## src/common/icw_pkg.sv

```systemverilog
// Purpose: Constants for the identify capability and timing word generator
// Assumes: APB slave with 8-bit byte address, 32-bit data
// Notes: Offsets, field positions, identify word indices and reset values
package icw_pkg;
  // APB register byte offsets
  localparam logic [7:0] OFF_CTRL = 8'h00;
  localparam logic [7:0] OFF_GEOM0 = 8'h04;
  localparam logic [7:0] OFF_GEOM1 = 8'h08;
  localparam logic [7:0] OFF_LBA = 8'h0c;
  localparam logic [7:0] OFF_DMACYC = 8'h10;
  localparam logic [7:0] OFF_PIOCYC = 8'h14;
  localparam logic [7:0] OFF_STATUS = 8'h18;
  localparam logic [7:0] OFF_CAP = 8'h1c;

  // Control register fields
  localparam int CTRL_STBY_BIT = 0;
  localparam int CTRL_IORDY_BIT = 1;
  localparam int CTRL_PIO_LSB = 2;
  localparam int CTRL_APIO_LSB = 4;
  localparam int CTRL_MWLVL_LSB = 6;
  localparam int CTRL_MWSEL_LSB = 8;
  localparam int CTRL_MULT_LSB = 16;
  localparam logic [31:0] CTRL_RST = 32'h0000_0300;
  localparam logic [31:0] CTRL_MASK = 32'h00ff_03ff;

  // Identify word indices
  localparam logic [7:0] W_CAPAB = 8'h31;
  localparam logic [7:0] W_PIOMODE = 8'h33;
  localparam logic [7:0] W_VALID = 8'h35;
  localparam logic [7:0] W_CYL = 8'h36;
  localparam logic [7:0] W_HEADS = 8'h37;
  localparam logic [7:0] W_SPT = 8'h38;
  localparam logic [7:0] W_CAPLO = 8'h39;
  localparam logic [7:0] W_CAPHI = 8'h3a;
  localparam logic [7:0] W_MULT = 8'h3b;
  localparam logic [7:0] W_LBALO = 8'h3c;
  localparam logic [7:0] W_LBAHI = 8'h3d;
  localparam logic [7:0] W_MWDMA = 8'h3f;
  localparam logic [7:0] W_APIO = 8'h40;
  localparam logic [7:0] W_DMAMIN = 8'h41;
  localparam logic [7:0] W_DMAREC = 8'h42;
  localparam logic [7:0] W_PIONF = 8'h43;
  localparam logic [7:0] W_PIOIO = 8'h44;

  // Identify word bit positions
  localparam int CAP_STBY_BIT = 13;
  localparam int CAP_IORDY_BIT = 11;
  localparam int CAP_IODIS_BIT = 10;
  localparam int CAP_LBA_BIT = 9;
  localparam int CAP_DMA_BIT = 8;
  localparam int VAL_GEOM_BIT = 0;
  localparam int VAL_ADV_BIT = 1;
  localparam int MULT_VALID_BIT = 8;
  localparam int MW_SEL_LSB = 8;
  localparam int PIO_MODE_LSB = 8;

  // Mode encodings
  localparam logic [1:0] PIO_MODE_MAX = 2'h2;
  localparam int MW_MODES = 3;
  localparam logic [1:0] MW_LVL_MODE1 = 2'h2;
endpackage

```

## src/rtl/icw_top.sv

```systemverilog
// Purpose: Generates identify words 49 to 68 from configuration and card state
// Assumes: APB master per the protocol, inputs synchronous to clk_i
// Notes: Words are produced one cycle after id_rd_i; capacity lags writes by one cycle
//
// Notes on behaviour
// [RULE_01] Bit 13 reports standby timer per idle
// [RULE_02] Bit 11 reports IORDY support
// [RULE_03] Bit 10 always zero, IORDY not disableable
// [RULE_04] Bit 9 always one, LBA supported
// [RULE_05] Bit 8 always zero, legacy DMA banned
// [RULE_06] PIO mode in bits 15-8, 0 to 2
// [RULE_07] Validity bit 0 always one
// [RULE_08] Validity bit 1 marks words 64-70 valid
// [RULE_09] PIO 3 or faster sets validity bit 1
// [RULE_10] Current geometry reported, capacity is product
// [RULE_11] Multiple word: bit 8 set, count low
// [RULE_12] LBA capacity reports total user sectors
// [RULE_13] DMA selected field one-hot, modes 0-2
// [RULE_14] DMA support field cumulative, modes 0-2
// [RULE_15] DMA modes 3 and up never shown
// [RULE_16] Advanced PIO bits 0,1 for modes 3,4
// [RULE_17] Minimum DMA cycle supplied for mode 1+
// [RULE_18] Recommended DMA cycle never below minimum
// [RULE_19] PIO cycle without flow not below IORDY
// [RULE_20] Unsupported cycle fields read zero
// [RULE_21] Host uses at least recommended DMA cycle
// [RULE_22] IORDY PIO cycle gives fastest mode cycle
// [RULE_23] Reserved bits always read zero
`timescale 1ns/1ps
module icw_top (
  input wire logic clk_i,
  input wire logic rst_b_i,
  input wire logic psel_i,
  input wire logic penable_i,
  input wire logic pwrite_i,
  input wire logic [7:0] paddr_i,
  input wire logic [31:0] pwdata_i,
  input wire logic [3:0] pstrb_i,
  output logic [31:0] prdata_o,
  output logic pready_o,
  output logic pslverr_o,
  input wire logic id_rd_i,
  input wire logic [7:0] id_idx_i,
  output logic [15:0] id_data_o,
  output logic id_vld_o
);

  // Byte-lane merge for partial APB writes
  function automatic logic [31:0] icw_merge(input logic [31:0] old_v,
                                            input logic [31:0] new_v,
                                            input logic [3:0] strb);
    logic [31:0] res;
    res = old_v;
    for (int b = 0; b < 4; b++) begin
      if (strb[b]) begin
        res[8*b +: 8] = new_v[8*b +: 8];
      end
    end
    return res;
  endfunction

  // Larger of two cycle times, keeps ordering between paired fields
  function automatic logic [15:0] icw_max(input logic [15:0] a, input logic [15:0] b);
    return (a > b) ? a : b;
  endfunction

  // Mode count sizes the DMA vectors, so it must precede them
  localparam int MW_MODES_W = icw_pkg::MW_MODES;

  logic rst_s1_r;
  logic rst_s2_r;
  logic rst_n;
  logic [31:0] ctrl_r;
  logic [31:0] geom0_r;
  logic [15:0] spt_r;
  logic [31:0] lba_r;
  logic [31:0] dmacyc_r;
  logic [31:0] piocyc_r;
  logic [31:0] cap_r;
  logic [47:0] prod_full;
  logic pready_r;
  logic pslverr_r;
  logic [31:0] prdata_r;
  logic [15:0] id_data_r;
  logic id_vld_r;
  logic [31:0] rdata_nxt;
  logic err_nxt;
  logic [15:0] word_nxt;
  logic wr_access;
  logic [1:0] pio_eff;
  logic [1:0] apio;
  logic [1:0] mw_lvl;
  logic [1:0] mw_sel;
  logic [MW_MODES_W-1:0] mw_sup;
  logic [MW_MODES_W-1:0] mw_onehot;
  logic adv_valid;
  logic dma_cyc_sup;
  logic pio_cyc_sup;
  logic [15:0] w_capab;
  logic [15:0] w_valid;
  logic [15:0] w_dmamin;
  logic [15:0] w_dmarec;
  logic [15:0] w_pionf;
  logic [15:0] w_pioio;
  logic [31:0] spt_merged;

  // Reset released through two flops so release is clean against clk_i
  always_ff @(posedge clk_i or negedge rst_b_i) begin
    if (!rst_b_i) begin
      rst_s1_r <= 1'b0;
      rst_s2_r <= 1'b0;
    end else begin
      rst_s1_r <= 1'b1;
      rst_s2_r <= rst_s1_r;
    end
  end
  assign rst_n = rst_s2_r;

  // Write lands only on the completing access edge
  assign wr_access = psel_i & penable_i & pready_r & pwrite_i & ~pslverr_r;

  // A function result cannot be sliced, so the lane merge goes through a net
  assign spt_merged = icw_merge({16'h0000, spt_r}, pwdata_i, pstrb_i);

  // Configuration registers written by software
  always_ff @(posedge clk_i or negedge rst_n) begin
    if (!rst_n) begin
      ctrl_r <= icw_pkg::CTRL_RST;
      geom0_r <= 32'h0000_0000;
      spt_r <= 16'h0000;
      lba_r <= 32'h0000_0000;
      dmacyc_r <= 32'h0000_0000;
      piocyc_r <= 32'h0000_0000;
    end else if (wr_access) begin
      case (paddr_i)
        icw_pkg::OFF_CTRL: begin
          ctrl_r <= icw_merge(ctrl_r, pwdata_i, pstrb_i) & icw_pkg::CTRL_MASK;
        end
        icw_pkg::OFF_GEOM0: begin
          geom0_r <= icw_merge(geom0_r, pwdata_i, pstrb_i);
        end
        icw_pkg::OFF_GEOM1: begin
          spt_r <= spt_merged[15:0];
        end
        icw_pkg::OFF_LBA: begin
          lba_r <= icw_merge(lba_r, pwdata_i, pstrb_i);
        end
        icw_pkg::OFF_DMACYC: begin
          dmacyc_r <= icw_merge(dmacyc_r, pwdata_i, pstrb_i);
        end
        icw_pkg::OFF_PIOCYC: begin
          piocyc_r <= icw_merge(piocyc_r, pwdata_i, pstrb_i);
        end
        default: begin
        end
      endcase
    end
  end

  // Capacity is recomputed every cycle, so it trails geometry by one cycle at most
  assign prod_full = 48'(geom0_r[15:0]) * 48'(geom0_r[31:16]) * 48'(spt_r);
  always_ff @(posedge clk_i or negedge rst_n) begin
    if (!rst_n) begin
      cap_r <= 32'h0000_0000;
    end else begin
      cap_r <= prod_full[31:0]; // RULE_10
    end
  end

  // Mode decoding from control fields
  assign apio = ctrl_r[icw_pkg::CTRL_APIO_LSB +: 2];
  assign mw_lvl = ctrl_r[icw_pkg::CTRL_MWLVL_LSB +: 2];
  assign mw_sel = ctrl_r[icw_pkg::CTRL_MWSEL_LSB +: 2];
  // Reserved code 3 is never reported; clamp to the fastest legal mode
  assign pio_eff = (ctrl_r[icw_pkg::CTRL_PIO_LSB +: 2] > icw_pkg::PIO_MODE_MAX) ?
                   icw_pkg::PIO_MODE_MAX : ctrl_r[icw_pkg::CTRL_PIO_LSB +: 2]; // RULE_06

  // Per-mode support and selection; only modes 0 to 2 exist in this word
  for (genvar m = 0; m < MW_MODES_W; m++) begin : g_mw
    assign mw_sup[m] = (mw_lvl > 2'(m)); // RULE_14
    // A mode that is not supported cannot be shown as selected
    assign mw_onehot[m] = (mw_sel == 2'(m)) & mw_sup[m]; // RULE_13
  end

  // Words 64-70 are valid when advanced PIO or any DMA mode is supported
  assign adv_valid = (apio != 2'h0) | (mw_lvl != 2'h0); // RULE_08 RULE_09
  assign dma_cyc_sup = (mw_lvl >= icw_pkg::MW_LVL_MODE1);
  assign pio_cyc_sup = (apio != 2'h0);

  // Capability word, fixed bits hard wired
  always_comb begin
    w_capab = 16'h0000; // RULE_23
    w_capab[icw_pkg::CAP_STBY_BIT] = ctrl_r[icw_pkg::CTRL_STBY_BIT]; // RULE_01
    w_capab[icw_pkg::CAP_IORDY_BIT] = ctrl_r[icw_pkg::CTRL_IORDY_BIT]; // RULE_02
    w_capab[icw_pkg::CAP_IODIS_BIT] = 1'b0; // RULE_03
    w_capab[icw_pkg::CAP_LBA_BIT] = 1'b1; // RULE_04
    w_capab[icw_pkg::CAP_DMA_BIT] = 1'b0; // RULE_05
  end

  // Validity word
  always_comb begin
    w_valid = 16'h0000;
    w_valid[icw_pkg::VAL_GEOM_BIT] = 1'b1; // RULE_07
    w_valid[icw_pkg::VAL_ADV_BIT] = adv_valid; // RULE_08
  end

  // Cycle time fields, zero when the backing mode is absent
  assign w_dmamin = dma_cyc_sup ? dmacyc_r[15:0] : 16'h0000; // RULE_17 RULE_20
  assign w_dmarec = dma_cyc_sup ? icw_max(dmacyc_r[31:16], dmacyc_r[15:0]) :
                    16'h0000; // RULE_18 RULE_20
  assign w_pioio = pio_cyc_sup ? piocyc_r[31:16] : 16'h0000; // RULE_22 RULE_20
  assign w_pionf = pio_cyc_sup ? icw_max(piocyc_r[15:0], piocyc_r[31:16]) :
                   16'h0000; // RULE_19 RULE_20

  // Identify word select; unlisted indices read zero
  always_comb begin
    word_nxt = 16'h0000;
    case (id_idx_i)
      icw_pkg::W_CAPAB: begin
        word_nxt = w_capab;
      end
      icw_pkg::W_PIOMODE: begin
        word_nxt[icw_pkg::PIO_MODE_LSB +: 8] = {6'h00, pio_eff}; // RULE_06
      end
      icw_pkg::W_VALID: begin
        word_nxt = w_valid;
      end
      icw_pkg::W_CYL: begin
        word_nxt = geom0_r[15:0]; // RULE_10
      end
      icw_pkg::W_HEADS: begin
        word_nxt = geom0_r[31:16]; // RULE_10
      end
      icw_pkg::W_SPT: begin
        word_nxt = spt_r; // RULE_10
      end
      icw_pkg::W_CAPLO: begin
        word_nxt = cap_r[15:0]; // RULE_10
      end
      icw_pkg::W_CAPHI: begin
        word_nxt = cap_r[31:16]; // RULE_10
      end
      icw_pkg::W_MULT: begin
        word_nxt[icw_pkg::MULT_VALID_BIT] = 1'b1; // RULE_11
        word_nxt[7:0] = ctrl_r[icw_pkg::CTRL_MULT_LSB +: 8]; // RULE_11
      end
      icw_pkg::W_LBALO: begin
        word_nxt = lba_r[15:0]; // RULE_12
      end
      icw_pkg::W_LBAHI: begin
        word_nxt = lba_r[31:16]; // RULE_12
      end
      icw_pkg::W_MWDMA: begin
        // Faster DMA modes belong to another word, never here
        word_nxt[icw_pkg::MW_SEL_LSB +: MW_MODES_W] = mw_onehot; // RULE_13 RULE_15
        word_nxt[MW_MODES_W-1:0] = mw_sup; // RULE_14 RULE_15
      end
      icw_pkg::W_APIO: begin
        word_nxt[1:0] = apio; // RULE_16
      end
      icw_pkg::W_DMAMIN: begin
        word_nxt = w_dmamin;
      end
      icw_pkg::W_DMAREC: begin
        word_nxt = w_dmarec;
      end
      icw_pkg::W_PIONF: begin
        word_nxt = w_pionf;
      end
      icw_pkg::W_PIOIO: begin
        word_nxt = w_pioio;
      end
      default: begin
        word_nxt = 16'h0000;
      end
    endcase
  end

  // Identify read port, one cycle latency
  always_ff @(posedge clk_i or negedge rst_n) begin
    if (!rst_n) begin
      id_data_r <= 16'h0000;
      id_vld_r <= 1'b0;
    end else begin
      id_vld_r <= id_rd_i;
      if (id_rd_i) begin
        id_data_r <= word_nxt;
      end
    end
  end

  // APB read data and error decode, evaluated in the setup phase
  always_comb begin
    rdata_nxt = 32'h0000_0000;
    err_nxt = 1'b0;
    case (paddr_i)
      icw_pkg::OFF_CTRL: begin
        rdata_nxt = ctrl_r;
      end
      icw_pkg::OFF_GEOM0: begin
        rdata_nxt = geom0_r;
      end
      icw_pkg::OFF_GEOM1: begin
        rdata_nxt = {16'h0000, spt_r};
      end
      icw_pkg::OFF_LBA: begin
        rdata_nxt = lba_r;
      end
      icw_pkg::OFF_DMACYC: begin
        rdata_nxt = dmacyc_r;
      end
      icw_pkg::OFF_PIOCYC: begin
        rdata_nxt = piocyc_r;
      end
      icw_pkg::OFF_STATUS: begin
        rdata_nxt = {16'h0000, w_valid};
        err_nxt = pwrite_i; // Read only
      end
      icw_pkg::OFF_CAP: begin
        rdata_nxt = cap_r;
        err_nxt = pwrite_i; // Read only
      end
      default: begin
        err_nxt = 1'b1;
      end
    endcase
  end

  // Fixed one-cycle access phase keeps every APB output on a flop
  always_ff @(posedge clk_i or negedge rst_n) begin
    if (!rst_n) begin
      pready_r <= 1'b0;
      pslverr_r <= 1'b0;
      prdata_r <= 32'h0000_0000;
    end else begin
      pready_r <= psel_i & ~penable_i;
      if (psel_i & ~penable_i) begin
        pslverr_r <= err_nxt;
        prdata_r <= pwrite_i ? 32'h0000_0000 : rdata_nxt;
      end else if (pready_r) begin
        pslverr_r <= 1'b0;
        prdata_r <= 32'h0000_0000;
      end
    end
  end

  assign prdata_o = prdata_r;
  assign pready_o = pready_r;
  assign pslverr_o = pslverr_r;
  assign id_data_o = id_data_r;
  assign id_vld_o = id_vld_r;

endmodule

```

## config.mk

```make
export PLATFORM = sky130hd
export DESIGN_NAME = icw_top
export DESIGN_NICKNAME = d
export VERILOG_FILES = /design/src/common/icw_pkg.sv /design/src/rtl/icw_top.sv
export SDC_FILE = /design/constraint.sdc
export NUM_CORES = 2
export LEC_CHECK = 0
export ABC_AREA = 0
export BUFFER_PORTS_ARGS = -buffer_cell sky130_fd_sc_hd__buf_2
export CAP_MARGIN = 20
export CORE_MARGIN = 1
export CORE_UTILIZATION = 65
export DETAILED_ROUTE_END_ITERATION = 10
export MAX_ROUTING_LAYER = met4
export PLACE_DENSITY_LB_ADDON = 0.15
export SLEW_MARGIN = 20
export SYNTH_ARGS = -nofsm -noshare
export SYNTH_HDL_FRONTEND = slang
export SYNTH_SLANG_ARGS = --single-unit
```

## constraint.sdc

```tcl
create_clock -name clk_i -period 8.99 [get_ports clk_i]
set_clock_uncertainty 0.2 [all_clocks]
set_input_delay 2.2475 -clock clk_i [delete_from_list [all_inputs] [get_ports clk_i]]
set_output_delay 2.2475 -clock clk_i [all_outputs]
set_load 0.05 [all_outputs]
```

# After elaboration in Yosys (flattened, before gate mapping)
# Cells that the tools add are included.
classes:
  n_mux: 20
  order_cmp: 7
  n_mul: 2
  reduce_logical: 28
  n_eq_ne: 26
  bitwise_logic: 11
ops:
  columns: ["operator", "n"]
  rows:
  - ["32-bit one-hot mux with 8 select lines", 1]
  - ["5-bit one-hot mux with 12 select lines", 2]
  - ["8-bit by 6-bit equality test with 1-bit output (second input constant)", 12]
  - ["16-bit two-way mux", 6]
  - ["32-bit two-way mux", 3]
  - ["3-bit AND reduction", 21]
  - ["8-bit by 7-bit equality test with 1-bit output (second input constant)", 5]
  - ["8-bit by 5-bit equality test with 1-bit output (second input constant)", 4]
  - ["16-bit > comparator", 2]
  - ["16-bit by 16-bit multiplier with 32-bit output", 1]
  - ["32-bit by 16-bit multiplier with 32-bit output", 1]
  - ["2-bit one-hot mux with 15 select lines", 1]
  - ["2-bit one-hot mux with 14 select lines", 1]
  - ["8-bit by 4-bit equality test with 1-bit output (second input constant)", 2]
  - ["1-bit one-hot mux with 14 select lines", 1]
  - ["1-bit one-hot mux with 13 select lines", 1]
  - ["1-bit bitwise AND", 8]
  - ["8-bit by 3-bit equality test with 1-bit output (second input constant)", 1]
  - ["8-bit zero test", 1]
  - ["2-bit nonzero test", 3]
  - ["6-bit OR reduction", 1]
  - ["2-bit by 1-bit > comparator with 1-bit output (second input constant)", 2]
  - ["2-bit > comparator (second input constant)", 2]
  - ["2-bit by 1-bit equality test with 1-bit output (second input constant)", 1]
  - ["9 further kinds", 11]
totals:
  out_inout_bits: 51
  ff_bits: 247
  inputBits: 58
  elab_cells: 123

# Longest topological paths before layout
depth:
  depth_word: 5
  depth_mapped: 48
  ltp_nobuf: 45

# Least setup slack after synthesis
# No wires, ideal clock.
synth_path:
  path_type: "reg2reg"
  startpoint: "reg geom0_r[17]"
  endpoint: "reg cap_r[31]"
  required_time_ns: 8.656
  slack_ns: -2.430
  t_arrival_ns: 11.087
  path_buffers: 2
  period_less_slack_ns: 11.420
  path_stages_with_launch: 39
  cell_sequence: "dfrtp_1 > clkbuf_1 > clkbuf_1 > nand2_1 > fa_1 > fa_1 > fa_1 > fa_1 > fa_1 > fa_1 > inv_1 > ha_1 > a21oi_1 > nor2_1 > or3b_2 > o22ai_1 > o31ai_1 > o22a_1 > [... 3 more ...] > nand2_1 > fa_1 > fa_1 > inv_1 > fa_1 > fa_1 > inv_1 > fa_1 > fa_1 > xor2_1 > xnor2_1 > xnor2_1 > xnor2_1 > xnor2_1 > xnor2_1 > xor3_1 > xnor3_1 > xnor3_1"
synth_between:
  elab_chain_len: 2
synth_lines:
  columns: ["item", "line_no", "source"]
  rows:
  - ["start, declared", "icw_top.sv:74", "logic [31:0] geom0_r;"]
  - ["start signal, assigned", "icw_top.sv:140", "geom0_r <= icw_merge(geom0_r, pwdata_i, pstrb_i);"]
  - ["16-bit by 16-bit multiplier with 32-bit output", "icw_top.sv:161", "assign prod_full = 48'(geom0_r[15:0]) * 48'(geom0_r[31:16]) * 48'(spt_r);"]
  - ["32-bit by 16-bit multiplier with 32-bit output", "icw_top.sv:161", null]
  - ["named net prod_full[31]", "icw_top.sv:80", "logic [47:0] prod_full;"]
  - ["end signal, assigned", "icw_top.sv:166", "cap_r <= prod_full[31:0];"]
  - ["end, declared", "icw_top.sv:79", "logic [31:0] cap_r;"]
# The timed path passes the listed nets, and every way through them passes these cells.
# A chain may end at the register's enable or synchronous reset.

# Final worst setup path
layout_path:
  startpoint: "reg geom0_r[5]"
  endpoint: "reg cap_r[31]"
# The elaborated chain is that of the path after synthesis.

==> out/results.tsv <==
metric	value	unit
outcome	finished, violations left	
violations	design-rule violations, negative setup slack	
synth_mux_area_share	5.850	%
syn_nets	4130	
clk_path_buf_depth	3	
critPathSlowestCell	fa_2	
ys_warn_count	0	
setup_viol	21	
fin_crit	11210	ps
yosysTopAreaCellShare	31.26	%
die_w	223.5	microns
wirelength	111.7	mm
powerDensity	66.23	nW/um^2
synth_compound_area_share	9.876	%
dpl.hpwl	83.71	mm
area_growth	20.03	%
startpoint_type	register	
worstSetupPathType	reg -> reg	
cts-root-buf	clkbuf_16	
grt_max_degree	80	
cts_tree	yes	
cpMostUsedCell	fa_1	
fin_util	79.66	%
synth_area_leaders	fa_1, dfrtp_1, ha_1	
start_util	66.37	%
ys.flop_type	dfrtp_1	
clk_latency	580	ps
worstMarginPinSlew	1248	ps
num-nets-final	4478	
final_cells	4362	
ys_ff_latch	247	
maxSlewHeadroom	16.83	%
end_kind	register	
peakVddDrop	140.3	uV
ios	109	
synthesis.area	31890	sq um
route.detailed.drc	2	
p_leak	0.01871	uW
drv_slew	0	
drive_gt1_share	25.15	%
core	48050	sq um
io_buffers	108	
fp-row-count	80	
yosys.area_share.adder	39.18	%
slowest_delay	600	ps
fin_ws	-2215	ps
syn_area_per_cell	9.454	sq um
first_pass_iters	11	
synth_common_cells	inv_1, fa_1, nand2_1	
synthCells	3373	
tns	-32840	ps
dieArea	49950	sq um
cts_made_buffers	28	
yosys.cell_types.count	72	
synthArstFlopShare	100.0	%
grt_pass1_vias	29450	
synth.most_common_cell	inv_1	
rsz0062_at_grt	yes	
crit_required	9240	ps
yosys.area_share.simple	14.21	%
synth_seq_area_share	19.39	%
grt_pass1_wl	167.6	mm
critPathLaunch	geom0_r[5]	
crit_fanout	8	
period_share	124.6	%
antenna_found_initial	3	
fmax	0.08925	GHz
synth-xor-area-share	2.284	%
worst_hold_path_type	reg -> async	
place_ws	-2357	ps
htreeDepth	1	
rr_startpoint	geom0_r[5]	
crit_arrival	11460	ps
vias	27790	
grt_usage	45.92	%
synth_edf_count	0	
antenna_left	0	
finalHoldViolCount	0	
drt_iter0_markers	3279	
cts.sinks	247	
grt-ovfl-total	0	
synth_top_family_by_area	adder cells	
die_h	223.5	microns
routabilityCongestion	1.012	
dp.cells	4243	
wl_per_cell	25.61	microns
vias_per_cell	6.370	
max_cap_violations	0	
yosysTopAreaCell	fa_1	
hold_ws	150.3	ps
clkTransAtPathRegs	70	ps
registers in the layout, summed over array words and instances (netlist names):
| signal | count |
|---|---|
| lba_r | 32 |
| rst_n | 1 |
| ctrl_r | 18 |
| spt_r | 16 |
| id_vld_o | 1 |
| dmacyc_r | 32 |
| id_data_o | 16 |
| cap_r | 32 |
| piocyc_r | 32 |
| pslverr_o | 1 |
| rst_s1_r | 1 |
| prdata_o | 32 |
| pready_o | 1 |
| geom0_r | 32 |
cells by family (layout without fill, tap and decap cells):
kind of cell / Yosys count / in the layout
AND/OR/NAND/NOR: 961 / 961
buffers and inverters: 776 / 1145
adder cells (fa/ha/maj): 700 / 700
AO/OA/AOI/OAI: 448 / 448
flip-flops: 247 / 247
multiplexers: 165 / 165
XOR/XNOR: 75 / 75
other: 1 / 6
worst max-delay path, delay by kind of cell, from the launching register on:
kind	cells	cell delay (ps)
fa+ha+maj	14	6540
compound gates	9	1690
simple gates	8	1010
xor+xnor	3	600
flops	1	550
buf+inv	6	470
through the flow:
step	cell area, sq um	power, uW
5_1_grt	38270	2581
2_1_floorplan	32930	1211
3_5_place_dp	35710	1270
4_1_cts	37510	2529
3_3_place_gp	35700	1268
6_report	38280	2535
per-layer routing:
metal	wire length [microns]	up-vias	share of wire, %	global-route usage (%)
li1	-	11450	-	-
met1	40880	13900	37	58.22
met2	51070	1890	46	69.59
met3	13000	545	12	11.95
met4	6775	0	6.1	20.68
met5	0	-	0	-
layout make-up:
cell class	instances	area, sq um
fill	2987	9771
timing repair buffer	503	3943
inverter	591	2221
antenna	5	12.51
multi-input combinational	2350	24090
tap	615	769.5
clock buffer	38	809.5
sequential	247	6215
clock inverter	13	211.5
layout by cell type (no fill, tap or decap), types with 48 or more instances in the layout:
| cell type | instances |
|---|---|
| buf_4 | 334 |
| a21oi_1 | 62 |
| buf_2 | 111 |
| inv_1 | 555 |
| nand2_1 | 466 |
| nor2_1 | 63 |
| fa_1 | 479 |
| mux2_2 | 131 |
| and2_1 | 226 |
| dfrtp_1 | 222 |
| ha_1 | 173 |
| a21o_1 | 56 |
| a222oi_1 | 48 |
| o21ai_0 | 62 |
| a22oi_1 | 51 |
where the power goes:
part / total, uW / switching, uW / leakage (uW) / internal [uW]
clock network: 1280 / 503 / 0.000504 / 777
logic: 126 / 95.6 / 0.0150 / 30.2
registers: 1130 / 10.2 / 0.00320 / 1120
path summary, 6_finish.rpt:
| kind | to | slack, ps | cells after the start |
|---|---|---|---|
| min in group clk_i | rst_n | 160 | 0 |
| setup reg to reg | cap_r[31] | -2220 | 40 |
| hold reg to reg | prdata_o[3] | 150 | 0 |
| setup / recovery | cap_r[31] | -2220 | 40 |
| hold / removal | prdata_o[3] | 150 | 0 |
| max in group asynchronous | geom0_r[25] | 6520 | 3 |
timing repair:
item	CTS	global route
setup endpoints to repair	22	23
buffers inserted	37	28
pin swaps	13	65
hold buffers	0	0
gates resized for setup	93	128
cloned	1	1
hold endpoints to repair	0	0
(Power assumes the default switching activity.)
